### config.mk
export PLATFORM = sky130hd
export DESIGN_NAME = sac_top
export DESIGN_NICKNAME = d
export VERILOG_FILES = /design/src/core/sac_pkg.sv /design/src/core/sac_seq_if.sv /design/src/core/sac_seq.sv /design/src/core/sac_top.sv
export SDC_FILE = /design/constraint.sdc
export NUM_CORES = 1
export LEC_CHECK = 0
export ABC_AREA = 1
export BUFFER_PORTS_ARGS = -buffer_cell sky130_fd_sc_hd__buf_2
export CAP_MARGIN = 10
export CORE_MARGIN = 2
export CORE_UTILIZATION = 50
export DETAILED_ROUTE_END_ITERATION = 12
export PLACE_DENSITY_LB_ADDON = 0.2
export SLEW_MARGIN = 20
export SYNTH_ARGS = -nofsm -noshare
export SYNTH_HDL_FRONTEND = slang
export SYNTH_HIERARCHICAL = 1
export SYNTH_SLANG_ARGS = --single-unit
### constraint.sdc
create_clock -name sys_clk -period 2.5 [get_ports sys_clk]
set_input_delay 0.125 -clock sys_clk [delete_from_list [all_inputs] [get_ports sys_clk]]
set_output_delay 0.125 -clock sys_clk [all_outputs]
set_load 0.01 [all_outputs]
### src/core/sac_pkg.sv
// Package of register map, field layout and timing constants for the converter control unit.
package sac_pkg;

  // ****************************************************************
  // Register indices and byte addresses
  // ****************************************************************
  localparam logic [5:0] SAC_IDX_CTRL1   = 6'h34;
  localparam logic [5:0] SAC_IDX_CTRL2   = 6'h35;
  localparam logic [5:0] SAC_IDX_RES_LO  = 6'h36;
  localparam logic [5:0] SAC_IDX_RES_HI  = 6'h37;
  localparam int         SAC_ADDR_W      = 8;

  // ****************************************************************
  // Field positions and reset values
  // ****************************************************************
  localparam int         SAC_C1_GO       = 7;
  localparam int         SAC_C1_MODE_HI  = 6;
  localparam int         SAC_C1_MODE_LO  = 5;
  localparam int         SAC_C1_GATE     = 4;
  localparam int         SAC_C2_DONE     = 7;
  localparam int         SAC_C2_BUSY     = 6;
  localparam logic [7:0] SAC_RESET_BYTE  = 8'h00;

  // Operating mode codes; the code 2'b10 is reserved and never starts a conversion.
  localparam logic [1:0] SAC_MODE_STOP   = 2'h0;
  localparam logic [1:0] SAC_MODE_SINGLE = 2'h1;
  localparam logic [1:0] SAC_MODE_REPEAT = 2'h3;

  // ****************************************************************
  // Conversion timing in core-clock cycles
  // ****************************************************************
  localparam int         SAC_CYC_T0      = 39;
  localparam int         SAC_CYC_T1      = 78;
  localparam int         SAC_CYC_T2      = 156;
  localparam int         SAC_CYC_T3      = 312;
  localparam int         SAC_CYC_T4      = 624;
  localparam int         SAC_CYC_T5      = 1248;
  // A conversion is split into 3 sample slots and 10 bit trials of equal length.
  localparam int         SAC_SLOTS       = 13;
  localparam int         SAC_SAMPLE_SLOTS = 3;
  localparam int         SAC_BITS        = 10;

  // Returns the bit-trial slot length for a conversion time code.
  function automatic logic [6:0] sac_slot_len(input logic [2:0] ack);
    logic [6:0] len;
    len = 7'(SAC_CYC_T0 / SAC_SLOTS);
    case (ack)
      3'h1:    len = 7'(SAC_CYC_T1 / SAC_SLOTS);
      3'h2:    len = 7'(SAC_CYC_T2 / SAC_SLOTS);
      3'h3:    len = 7'(SAC_CYC_T3 / SAC_SLOTS);
      3'h4:    len = 7'(SAC_CYC_T4 / SAC_SLOTS);
      3'h5:    len = 7'(SAC_CYC_T5 / SAC_SLOTS);
      default: len = 7'(SAC_CYC_T0 / SAC_SLOTS);
    endcase
    return len;
  endfunction

  // True when a byte address selects the register with the given index.
  function automatic logic sac_addr_is(input logic [7:0] addr, input logic [5:0] idx);
    return addr == {idx, 2'b00};
  endfunction

endpackage

### src/core/sac_seq_if.sv
// Interface between the register front end and the successive-approximation sequencer.
`timescale 1ns/1ps
interface sac_seq_if;
  logic       start;
  logic       abort;
  logic [2:0] ack;
  logic       comp;
  logic       busy;
  logic       done;
  logic       sampling;
  logic [9:0] code;

  modport ctl (output start, output abort, output ack, output comp,
               input busy, input done, input sampling, input code);
  modport seq (input start, input abort, input ack, input comp,
               output busy, output done, output sampling, output code);
endinterface

### src/core/sac_seq.sv
// Successive-approximation sequencer: sampling phase, ten bit trials and result strobe.
`timescale 1ns/1ps
module sac_seq
  import sac_pkg::*;
(
  input  wire logic sys_clk,
  input  wire logic srst,
  sac_seq_if.seq    sq
);

  typedef enum logic [1:0] {SEQ_IDLE, SEQ_SAMPLE, SEQ_TRIAL, SEQ_STORE} sac_seq_state_type;

  sac_seq_state_type st_q, st_d;
  logic [8:0]        ph_q, ph_d;
  logic [6:0]        per_q, per_d;
  logic [3:0]        bit_q, bit_d;
  logic [9:0]        code_q, code_d;
  logic              busy_q, busy_d;
  logic              samp_q, samp_d;
  logic              done_q, done_d;
  logic [10:0]       len_q;

  assign sq.busy     = busy_q;
  assign sq.done     = done_q;
  assign sq.sampling = samp_q;
  assign sq.code     = code_q;

  // ****************************************************************
  // Sequencer next state
  // ****************************************************************
  // Timing comes from the slot length latched at start, so a late change of the time code cannot stretch a run.
  always_comb
  begin
    st_d   = st_q;
    ph_d   = ph_q;
    per_d  = per_q;
    bit_d  = bit_q;
    code_d = code_q;
    busy_d = busy_q;
    samp_d = samp_q;
    done_d = 1'b0;
    case (st_q)
      SEQ_IDLE:
      begin
        if (sq.start)
        begin
          per_d  = sac_slot_len(sq.ack);
          ph_d   = 9'h000;
          code_d = 10'h000;
          busy_d = 1'b1;
          samp_d = 1'b1;
          st_d   = SEQ_SAMPLE;
        end
      end
      SEQ_SAMPLE:
      begin
        if (ph_q == 9'(SAC_SAMPLE_SLOTS * per_q) - 9'h001)
        begin
          ph_d   = 9'h000;
          samp_d = 1'b0;
          bit_d  = 4'(SAC_BITS - 1);
          code_d = 10'h200;
          st_d   = SEQ_TRIAL;
        end
        else
          ph_d = ph_q + 9'h001;
      end
      SEQ_TRIAL:
      begin
        if (ph_q == {2'b00, per_q} - 9'h001)
        begin
          ph_d           = 9'h000;
          code_d[bit_q]  = sq.comp;
          if (bit_q == 4'h0)
            st_d = SEQ_STORE;
          else
          begin
            bit_d                = bit_q - 4'h1;
            code_d[bit_q - 4'h1] = 1'b1;
          end
        end
        else
          ph_d = ph_q + 9'h001;
      end
      SEQ_STORE:
      begin
        done_d = 1'b1;
        busy_d = 1'b0;
        st_d   = SEQ_IDLE;
      end
      default: st_d = SEQ_IDLE;
    endcase
    // A forced stop ends the run at once and never strobes a result.
    if (sq.abort)
    begin
      st_d   = SEQ_IDLE;
      busy_d = 1'b0;
      samp_d = 1'b0;
      done_d = 1'b0;
    end
  end

  // Sequencer registers.
  always_ff @(posedge sys_clk)
  begin
    if (srst)
    begin
      st_q   <= SEQ_IDLE;
      ph_q   <= 9'h000;
      per_q  <= 7'h00;
      bit_q  <= 4'h0;
      code_q <= 10'h000;
      busy_q <= 1'b0;
      samp_q <= 1'b0;
      done_q <= 1'b0;
    end
    else
    begin
      st_q   <= st_d;
      ph_q   <= ph_d;
      per_q  <= per_d;
      bit_q  <= bit_d;
      code_q <= code_d;
      busy_q <= busy_d;
      samp_q <= samp_d;
      done_q <= done_d;
    end
  end

  // Cycle count of the current run, read only by the checks below.
  always_ff @(posedge sys_clk)
  begin
    if (srst)
      len_q <= 11'h000;
    else if (st_q == SEQ_IDLE)
      len_q <= 11'h000;
    else
      len_q <= len_q + 11'h001;
  end

  property p_conv_len;
    @(posedge sys_clk) disable iff (srst)
    done_q |-> len_q == 11'(SAC_SLOTS * per_q) + 11'h001;
  endproperty
  a_conv_len: assert property (p_conv_len) else $error("conversion length does not match time code");

  property p_busy_span;
    @(posedge sys_clk) disable iff (srst)
    (st_q == SEQ_IDLE && sq.start && !sq.abort) |=> busy_q && samp_q && ph_q == 9'h000;
  endproperty
  a_busy_span: assert property (p_busy_span) else $error("start did not raise busy");

endmodule

### src/core/sac_top.sv
// Register front end and control of the ten-bit successive-approximation converter.
//
// Implementation choice: the Avalon-MM slave port.
`timescale 1ns/1ps

// Contract
// - A written start bit self-clears once conversion begins; it then reads zero.
// - Mode 00 disables and stops, 01 single, 11 repeat, 10 reserved.
// - Input enable zero disconnects every channel; one connects the selected channel.
// - Channel codes 0 to 7 pick inputs; 8 and above are reserved.
// - Low-power entry clears start bit, mode field and input enable.
// - Low-power entry clears done flag and busy flag.
// - Done flag in control two bit 7 reads one after a completed conversion.
// - Busy flag in bit 6 reads one while a conversion runs.
// - Reading the high result clears done; a new single start clears it too.
// - Time code picks 39, 78, 156, 312, 624 or 1248 core cycles.
// - Control two bits 3 to 5 always read zero.
// - Start plus store latency stays within 10, 32 or 128 cycles.
// - The converter reference current is off whenever no conversion runs.
// - Low result register is read-only, resets to zero, holds bits 7 to 0.
// - Completion stores the result, sets done and pulses the completion request.
// - Repeat mode starts the next conversion right after each completion.
// - Writing stop halts at once, stores nothing, clears done, busy and results.
// - Completion between low and high result reads is dropped, without a request.
module sac_top
  import sac_pkg::*;
(
  input  wire logic        sys_clk,
  input  wire logic        srst,
  input  wire logic [7:0]  avs_address,
  input  wire logic        avs_read,
  input  wire logic        avs_write,
  input  wire logic [31:0] avs_writedata,
  input  wire logic [3:0]  avs_byteenable,
  output logic      [31:0] avs_readdata,
  output logic             avs_waitrequest,
  input  wire logic        light_sleep_entry,
  input  wire logic        comp_in,
  output logic      [2:0]  ana_channel,
  output logic             ana_input_gate,
  output logic             ana_sample,
  output logic             dac_reference_current,
  output logic      [9:0]  dac_code,
  output logic             conv_complete_irq
);

  sac_seq_if sq ();

  sac_seq u_seq (
    .sys_clk (sys_clk),
    .srst    (srst),
    .sq      (sq.seq)
  );

  // ****************************************************************
  // Comparator synchroniser
  // ****************************************************************
  logic cmp1_q, cmp2_q;
  logic cmp1_d, cmp2_d;

  // Two stages only: a longer chain would deliver the trial result after a three-cycle slot has ended.
  always_comb
  begin
    cmp1_d = comp_in;
    cmp2_d = cmp1_q;
  end

  // Synchroniser stages for the analog comparator output.
  always_ff @(posedge sys_clk)
  begin
    if (srst)
    begin
      cmp1_q <= 1'b0;
      cmp2_q <= 1'b0;
    end
    else
    begin
      cmp1_q <= cmp1_d;
      cmp2_q <= cmp2_d;
    end
  end

  // ****************************************************************
  // Registers and control state
  // ****************************************************************
  logic        go_q, go_d;
  logic [1:0]  mode_q, mode_d;
  logic        gate_q, gate_d;
  logic [3:0]  chan_q, chan_d;
  logic [2:0]  ack_q, ack_d;
  logic        done_q, done_d;
  logic [9:0]  res_q, res_d;
  logic        lo_rd_q, lo_rd_d;
  logic        wait_q, wait_d;
  logic [31:0] rdata_q, rdata_d;
  logic        start_q, start_d;
  logic        abort_q, abort_d;
  logic        irq_q, irq_d;
  logic        agate_q, agate_d;
  logic        take;
  logic        wr0;
  logic        stop_wr;

  assign take    = (avs_read || avs_write) && !wait_q;
  assign wr0     = take && avs_write && avs_byteenable[0];
  assign stop_wr = wr0 && sac_addr_is(avs_address, SAC_IDX_CTRL1)
                   && avs_writedata[SAC_C1_MODE_HI:SAC_C1_MODE_LO] == SAC_MODE_STOP;

  assign sq.start = start_q;
  assign sq.abort = abort_q;
  assign sq.ack   = ack_q;
  assign sq.comp  = cmp2_q;

  // Next values of all software-visible and control state; later statements take priority.
  always_comb
  begin
    go_d    = go_q;
    mode_d  = mode_q;
    gate_d  = gate_q;
    chan_d  = chan_q;
    ack_d   = ack_q;
    done_d  = done_q;
    res_d   = res_q;
    lo_rd_d = lo_rd_q;
    rdata_d = rdata_q;
    start_d = 1'b0;
    abort_d = 1'b0;
    irq_d   = 1'b0;
    // Each request gets exactly one wait cycle, then waitrequest drops for one cycle.
    wait_d  = !((avs_read || avs_write) && wait_q);
    if ((avs_read || avs_write) && wait_q)
    begin
      rdata_d = 32'h0000_0000;
      if (avs_read)
      begin
        if (sac_addr_is(avs_address, SAC_IDX_CTRL1))
          rdata_d[7:0] = {go_q, mode_q, gate_q, chan_q};
        else if (sac_addr_is(avs_address, SAC_IDX_CTRL2))
          rdata_d[7:0] = {done_q, sq.busy, 3'b000, ack_q};
        else if (sac_addr_is(avs_address, SAC_IDX_RES_LO))
          rdata_d[7:0] = res_q[7:0];
        else if (sac_addr_is(avs_address, SAC_IDX_RES_HI))
          rdata_d[7:0] = {6'b000000, res_q[9:8]};
      end
    end
    // Side effects of result reads take place at the accepting edge.
    if (take && avs_read)
    begin
      if (sac_addr_is(avs_address, SAC_IDX_RES_LO))
        lo_rd_d = 1'b1;
      else if (sac_addr_is(avs_address, SAC_IDX_RES_HI))
      begin
        done_d  = 1'b0;
        lo_rd_d = 1'b0;
      end
    end
    // Register writes; bit 3 of control two is not stored.
    if (wr0)
    begin
      if (sac_addr_is(avs_address, SAC_IDX_CTRL1))
      begin
        mode_d = avs_writedata[SAC_C1_MODE_HI:SAC_C1_MODE_LO];
        gate_d = avs_writedata[SAC_C1_GATE];
        chan_d = avs_writedata[3:0];
        go_d   = avs_writedata[SAC_C1_GO];
      end
      else if (sac_addr_is(avs_address, SAC_IDX_CTRL2))
        ack_d = avs_writedata[2:0];
    end
    // Start: the request bit is taken by the sequencer and clears itself.
    if (go_q && !sq.busy)
    begin
      go_d = 1'b0;
      if (mode_q == SAC_MODE_SINGLE || mode_q == SAC_MODE_REPEAT)
      begin
        start_d = 1'b1;
        done_d  = 1'b0;
      end
    end
    // Completion stores and flags, unless a low-half read is still waiting for its high half.
    if (sq.done)
    begin
      if (!lo_rd_q)
      begin
        res_d  = sq.code;
        done_d = 1'b1;
        irq_d  = 1'b1;
      end
      if (mode_q == SAC_MODE_REPEAT)
        start_d = 1'b1;
    end
    // A stop write halts the sequencer and wipes flags and results.
    if (stop_wr)
    begin
      abort_d = 1'b1;
      start_d = 1'b0;
      go_d    = 1'b0;
      done_d  = 1'b0;
      res_d   = 10'h000;
      lo_rd_d = 1'b0;
      irq_d   = 1'b0;
    end
    // Low-power entry returns control to the disabled state.
    if (light_sleep_entry)
    begin
      abort_d = 1'b1;
      start_d = 1'b0;
      go_d    = 1'b0;
      mode_d  = SAC_MODE_STOP;
      gate_d  = 1'b0;
      done_d  = 1'b0;
      res_d   = 10'h000;
      lo_rd_d = 1'b0;
      irq_d   = 1'b0;
    end
    // Reserved channel codes keep every input disconnected.
    agate_d = gate_d && !chan_d[3];
  end

  // Control and register flip-flops.
  always_ff @(posedge sys_clk)
  begin
    if (srst)
    begin
      go_q    <= 1'b0;
      mode_q  <= SAC_MODE_STOP;
      gate_q  <= 1'b0;
      chan_q  <= 4'h0;
      ack_q   <= 3'h0;
      done_q  <= 1'b0;
      res_q   <= 10'h000;
      lo_rd_q <= 1'b0;
      wait_q  <= 1'b1;
      rdata_q <= 32'h0000_0000;
      start_q <= 1'b0;
      abort_q <= 1'b0;
      irq_q   <= 1'b0;
      agate_q <= 1'b0;
    end
    else
    begin
      go_q    <= go_d;
      mode_q  <= mode_d;
      gate_q  <= gate_d;
      chan_q  <= chan_d;
      ack_q   <= ack_d;
      done_q  <= done_d;
      res_q   <= res_d;
      lo_rd_q <= lo_rd_d;
      wait_q  <= wait_d;
      rdata_q <= rdata_d;
      start_q <= start_d;
      abort_q <= abort_d;
      irq_q   <= irq_d;
      agate_q <= agate_d;
    end
  end

  // ****************************************************************
  // Outputs
  // ****************************************************************
  // The reference current follows the registered busy flag of the sequencer.
  assign avs_readdata          = rdata_q;
  assign avs_waitrequest       = wait_q;
  assign ana_channel           = chan_q[2:0];
  assign ana_input_gate        = agate_q;
  assign ana_sample            = sq.sampling;
  assign dac_reference_current = sq.busy;
  assign dac_code              = sq.code;
  assign conv_complete_irq     = irq_q;

  // ****************************************************************
  // Checks
  // ****************************************************************
  property p_go_clear;
    @(posedge sys_clk) disable iff (srst)
    (go_q && !sq.busy) |=> !go_q;
  endproperty
  a_go_clear: assert property (p_go_clear) else $error("start bit did not self-clear");

  property p_start_latency;
    @(posedge sys_clk) disable iff (srst)
    (go_q && !sq.busy && mode_q == SAC_MODE_SINGLE && !stop_wr && !light_sleep_entry) |-> ##2 sq.busy;
  endproperty
  a_start_latency: assert property (p_start_latency) else $error("busy not raised two cycles after start");

  property p_stop;
    @(posedge sys_clk) disable iff (srst)
    stop_wr |=> !done_q && res_q == 10'h000 ##1 !sq.busy;
  endproperty
  a_stop: assert property (p_stop) else $error("stop write did not clear state");

  property p_sleep;
    @(posedge sys_clk) disable iff (srst)
    light_sleep_entry |=> mode_q == SAC_MODE_STOP && !gate_q && !go_q && !done_q ##1 !sq.busy;
  endproperty
  a_sleep: assert property (p_sleep) else $error("low-power entry did not clear control");

  property p_hi_read;
    @(posedge sys_clk) disable iff (srst)
    (take && avs_read && sac_addr_is(avs_address, SAC_IDX_RES_HI) && !sq.done) |=> !done_q;
  endproperty
  a_hi_read: assert property (p_hi_read) else $error("high result read left done set");

  property p_complete;
    @(posedge sys_clk) disable iff (srst)
    (sq.done && !lo_rd_q && !stop_wr && !light_sleep_entry) |=> irq_q && done_q && res_q == $past(sq.code);
  endproperty
  a_complete: assert property (p_complete) else $error("completion not stored and flagged");

  property p_drop;
    @(posedge sys_clk) disable iff (srst)
    (sq.done && lo_rd_q && !stop_wr && !light_sleep_entry) |=> !irq_q && res_q == $past(res_q);
  endproperty
  a_drop: assert property (p_drop) else $error("torn-read completion was not dropped");

  property p_repeat;
    @(posedge sys_clk) disable iff (srst)
    (sq.done && mode_q == SAC_MODE_REPEAT && !stop_wr && !light_sleep_entry) |=> start_q ##1 sq.busy;
  endproperty
  a_repeat: assert property (p_repeat) else $error("repeat mode did not restart");

  property p_ctrl2_zero;
    @(posedge sys_clk) disable iff (srst)
    (wait_q && avs_read && sac_addr_is(avs_address, SAC_IDX_CTRL2)) |=> !avs_waitrequest && avs_readdata[5:3] == 3'b000;
  endproperty
  a_ctrl2_zero: assert property (p_ctrl2_zero) else $error("control two reserved bits read nonzero");

  property p_gate;
    @(posedge sys_clk) disable iff (srst)
    (!gate_d || chan_d[3]) |=> !ana_input_gate;
  endproperty
  a_gate: assert property (p_gate) else $error("input gate open while disabled or reserved");

endmodule

==> results.cfg <==
[route]
wl_per_cell_um = 13.1
viasPerCell = 5.01
first_pass_iters = 5
routed_wl_mm = 12.6
vias = 4844
drt-initial-drc-count = 286
ant_nets = 0
drc = 0

[grt]
grt-ovfl-total = 0
grt_pass1_vias = 4544
grt_pass1_wl_mm = 20.9
grt_usage = 0.231
antenna_found_initial = 0
grt_max_degree = 34

[timing]
fin_tns_setup_ns = 0
post-route-period-util = 0.986
drv_slew = 0
maxSlewHeadroom = 0.556
finClkSkew_ns = 0.0169
rsz0062_at_grt = true
max_freq_mhz = 406
hold_violations = 0
setup-violations-final = 0
worst_pin_slew_ns = 0.666
fin_crit_ns = 2.47

[layout]
register_area_um2 = 1470
layout_commonest_cell = nand2_1
multi_input_area_um2 = 3120
finalNonFillerCells = 966
fillers = 990
drive_above_1_share = 0.192
antenna_cells = 0
syn_to_final_growth_pct = 14.2
final_cell_mix = nand2_1 (205), inv_1 (98), nor2_1 (69)
nNetsFinal = 912

[logic_synthesis]
syn_area_um2 = 5080
ys_ff_latch = 73
muxShareOfSynthArea = 0
synthXorXnorAreaFrac = 0.0207
syn_avg_cell_area_um2 = 6.60
ys_warn_count = 6
synth_top_family_by_area = simple AND/OR/NAND/NOR gates
yosys.area_share.adder = 0.0852
synth_simple_gate_area_frac = 0.354
synth_compound_area_frac = 0.106
synthArstFlopShare = 0
synthFlopType = dfxtp_1
yosysSeqAreaShare = 0.288
yosys.cell_types.count = 47
synth_cells = 770
synth_edf_count = 0

[cts]
cts_root_buf = clkbuf_8
clock_sinks = 73
htree_num_levels = 3
cts_tree = done
clk_pin_slew_worst_paths_ns = 0.10
cts.path.max_buffers = 2
numCtsBuffers = 9
clock_latency_ns = 0.35

[floorplan]
pin_count = 100
coreArea_um2 = 9820
die_y_um = 105
std_cell_rows = 36
dieArea_um2 = 11000
die_w_um = 105
start_util = 0.517

[run]
cap_violations = 0

[placement]
port_buffers = 48
dp_cells = 945
dp_hpwl_mm = 9.63
gp_congestion = 0.877

[setup_path]
worst-endpoint-required_ns = 2.74
slowest_delay_ns = 0.36
critical_path_class = reg2reg
crit_fanout = 6
crit_top_cell = nand2_1
critPathArrivalTime_ns = 2.71
start_kind = flop
path_cells = inv_4 -> ha_1 -> inv_2 -> ha_4 -> or2_4 -> nand3b_1 -> nand3_1 -> nand2_1 -> nand2_1 -> nand2_2 -> nand4_4 -> nand2_8 -> buf_6 -> nand4_1 -> nand2_1 -> nor2_1
critical-path-slowest-cell = dfxtp_2
worst_setup_path_end_kind = flop

[power]
peakVddDrop_mv = 0.358
p_leak_nw = 2.78
power_density_nw_per_um2 = 453

[status]
status = finished clean

[min_path]
min_path_type = in2reg
## metrics by stage
step                total power, W  hold slack [ns]  setup WS, ns  area [um2]  utilization
global placement           0.00164            0.332       -0.0223        5390        0.549
detailed placement         0.00165            0.343        -0.128        5390        0.549
CTS                        0.00264           0.0272       0.00885        5710        0.581
global route               0.00276           0.0455        -0.109        5800        0.590
finish                     0.00263           0.0386        0.0347        5800        0.590
floorplan                  0.00156            0.232        0.0467        5160            -
## area by class of cell
type | instances | share of cell area
Clock inverter | 7 | 0.0142
Clock buffer | 9 | 0.0214
Timing Repair Buffer | 68 | 0.0719
Sequential cell | 73 | 0.253
Tap cell | 133 | 0.0287
Multi-Input combinational cell | 565 | 0.537
Inverter | 111 | 0.0732
## power breakdown
part | internal [W] | switching (W) | leakage (nW)
combinational | 0.000134 | 0.000288 | 2.09
clock | 0.000479 | 0.000504 | 0.0988
sequential | 0.00119 | 0.0000330 | 0.593
total | 0.00180 | 0.000825 | 2.78
## final timing paths
| kind | startpoint | endpoint | slack, ns | depth (start not counted) |
|---|---|---|---|---|
| worst max register to register | u_seq/per_q[3] | u_seq/sq.code[1] | 0.03 | 16 |
| worst max-delay path | u_seq/per_q[3] | u_seq/sq.code[1] | 0.03 | 16 |
| worst min-delay path | avs_writedata[0] | chan_q[0] | 0.04 | 3 |
| worst min register to register | cmp1_q | cmp2_q | 0.41 | 2 |
## worst max-delay path, delay by kind of cell (launching register included)
kind	cells	cell delay, ns
simple gates	11	1.25
fa+ha+maj	2	0.52
flops	1	0.36
buf+inv	3	0.21
## metal layers
| metal | track usage | share of wire | up-vias |
|---|---|---|---|
| li1 | - | - | 2503 |
| met1 | 0.312 | 0.48 | 2239 |
| met2 | 0.394 | 0.48 | 92 |
| met3 | 0.0349 | 0.033 | 10 |
| met4 | 0.0429 | 0.0080 | 0 |
| met5 | 0 | 0 | - |
## logic make-up after synthesis
| family | count (synthesis) |
|---|---|
| compound gates | 93 |
| xor+xnor | 12 |
| fa+ha+maj | 34 |
| buf+inv | 157 |
| flops | 73 |
| other cells | 1 |
| simple gates | 400 |
## what timing repair did
action,in CTS,in global routing
gates resized for setup,18,24
cloned,2,0
hold buffers,1,0
endpoints found under the hold margin,1,0
buffers inserted,2,0
pin swaps,7,11
setup endpoints to repair,26,26
## flip-flops by register name, summed over array words and instances (netlist names), 2 cells and up
register	flops
u_seq/ph_q	9
mode_q	2
chan_q	4
u_seq/bit_q	4
u_seq/st_q	2
u_seq/per_q	7
avs_readdata	8
ack_q	3
res_q	10
u_seq/sq.code	10
## synthesized netlist by cell type (7+ instances only)
master / number / area [um2]
nand2_1: 213 / 800
clkbuf_1: 9 / 33.8
inv_1: 105 / 394
nand3_1: 65 / 325
a21oi_2: 9 / 78.8
buf_4: 28 / 210
nor2_2: 7 / 43.8
o21ai_0: 27 / 135
nor2_1: 69 / 259
dfxtp_1: 73 / 1460
a21oi_1: 44 / 220
nand4_1: 12 / 75.1
ha_1: 33 / 413
Note: power is estimated with default switching activity, not from simulation.
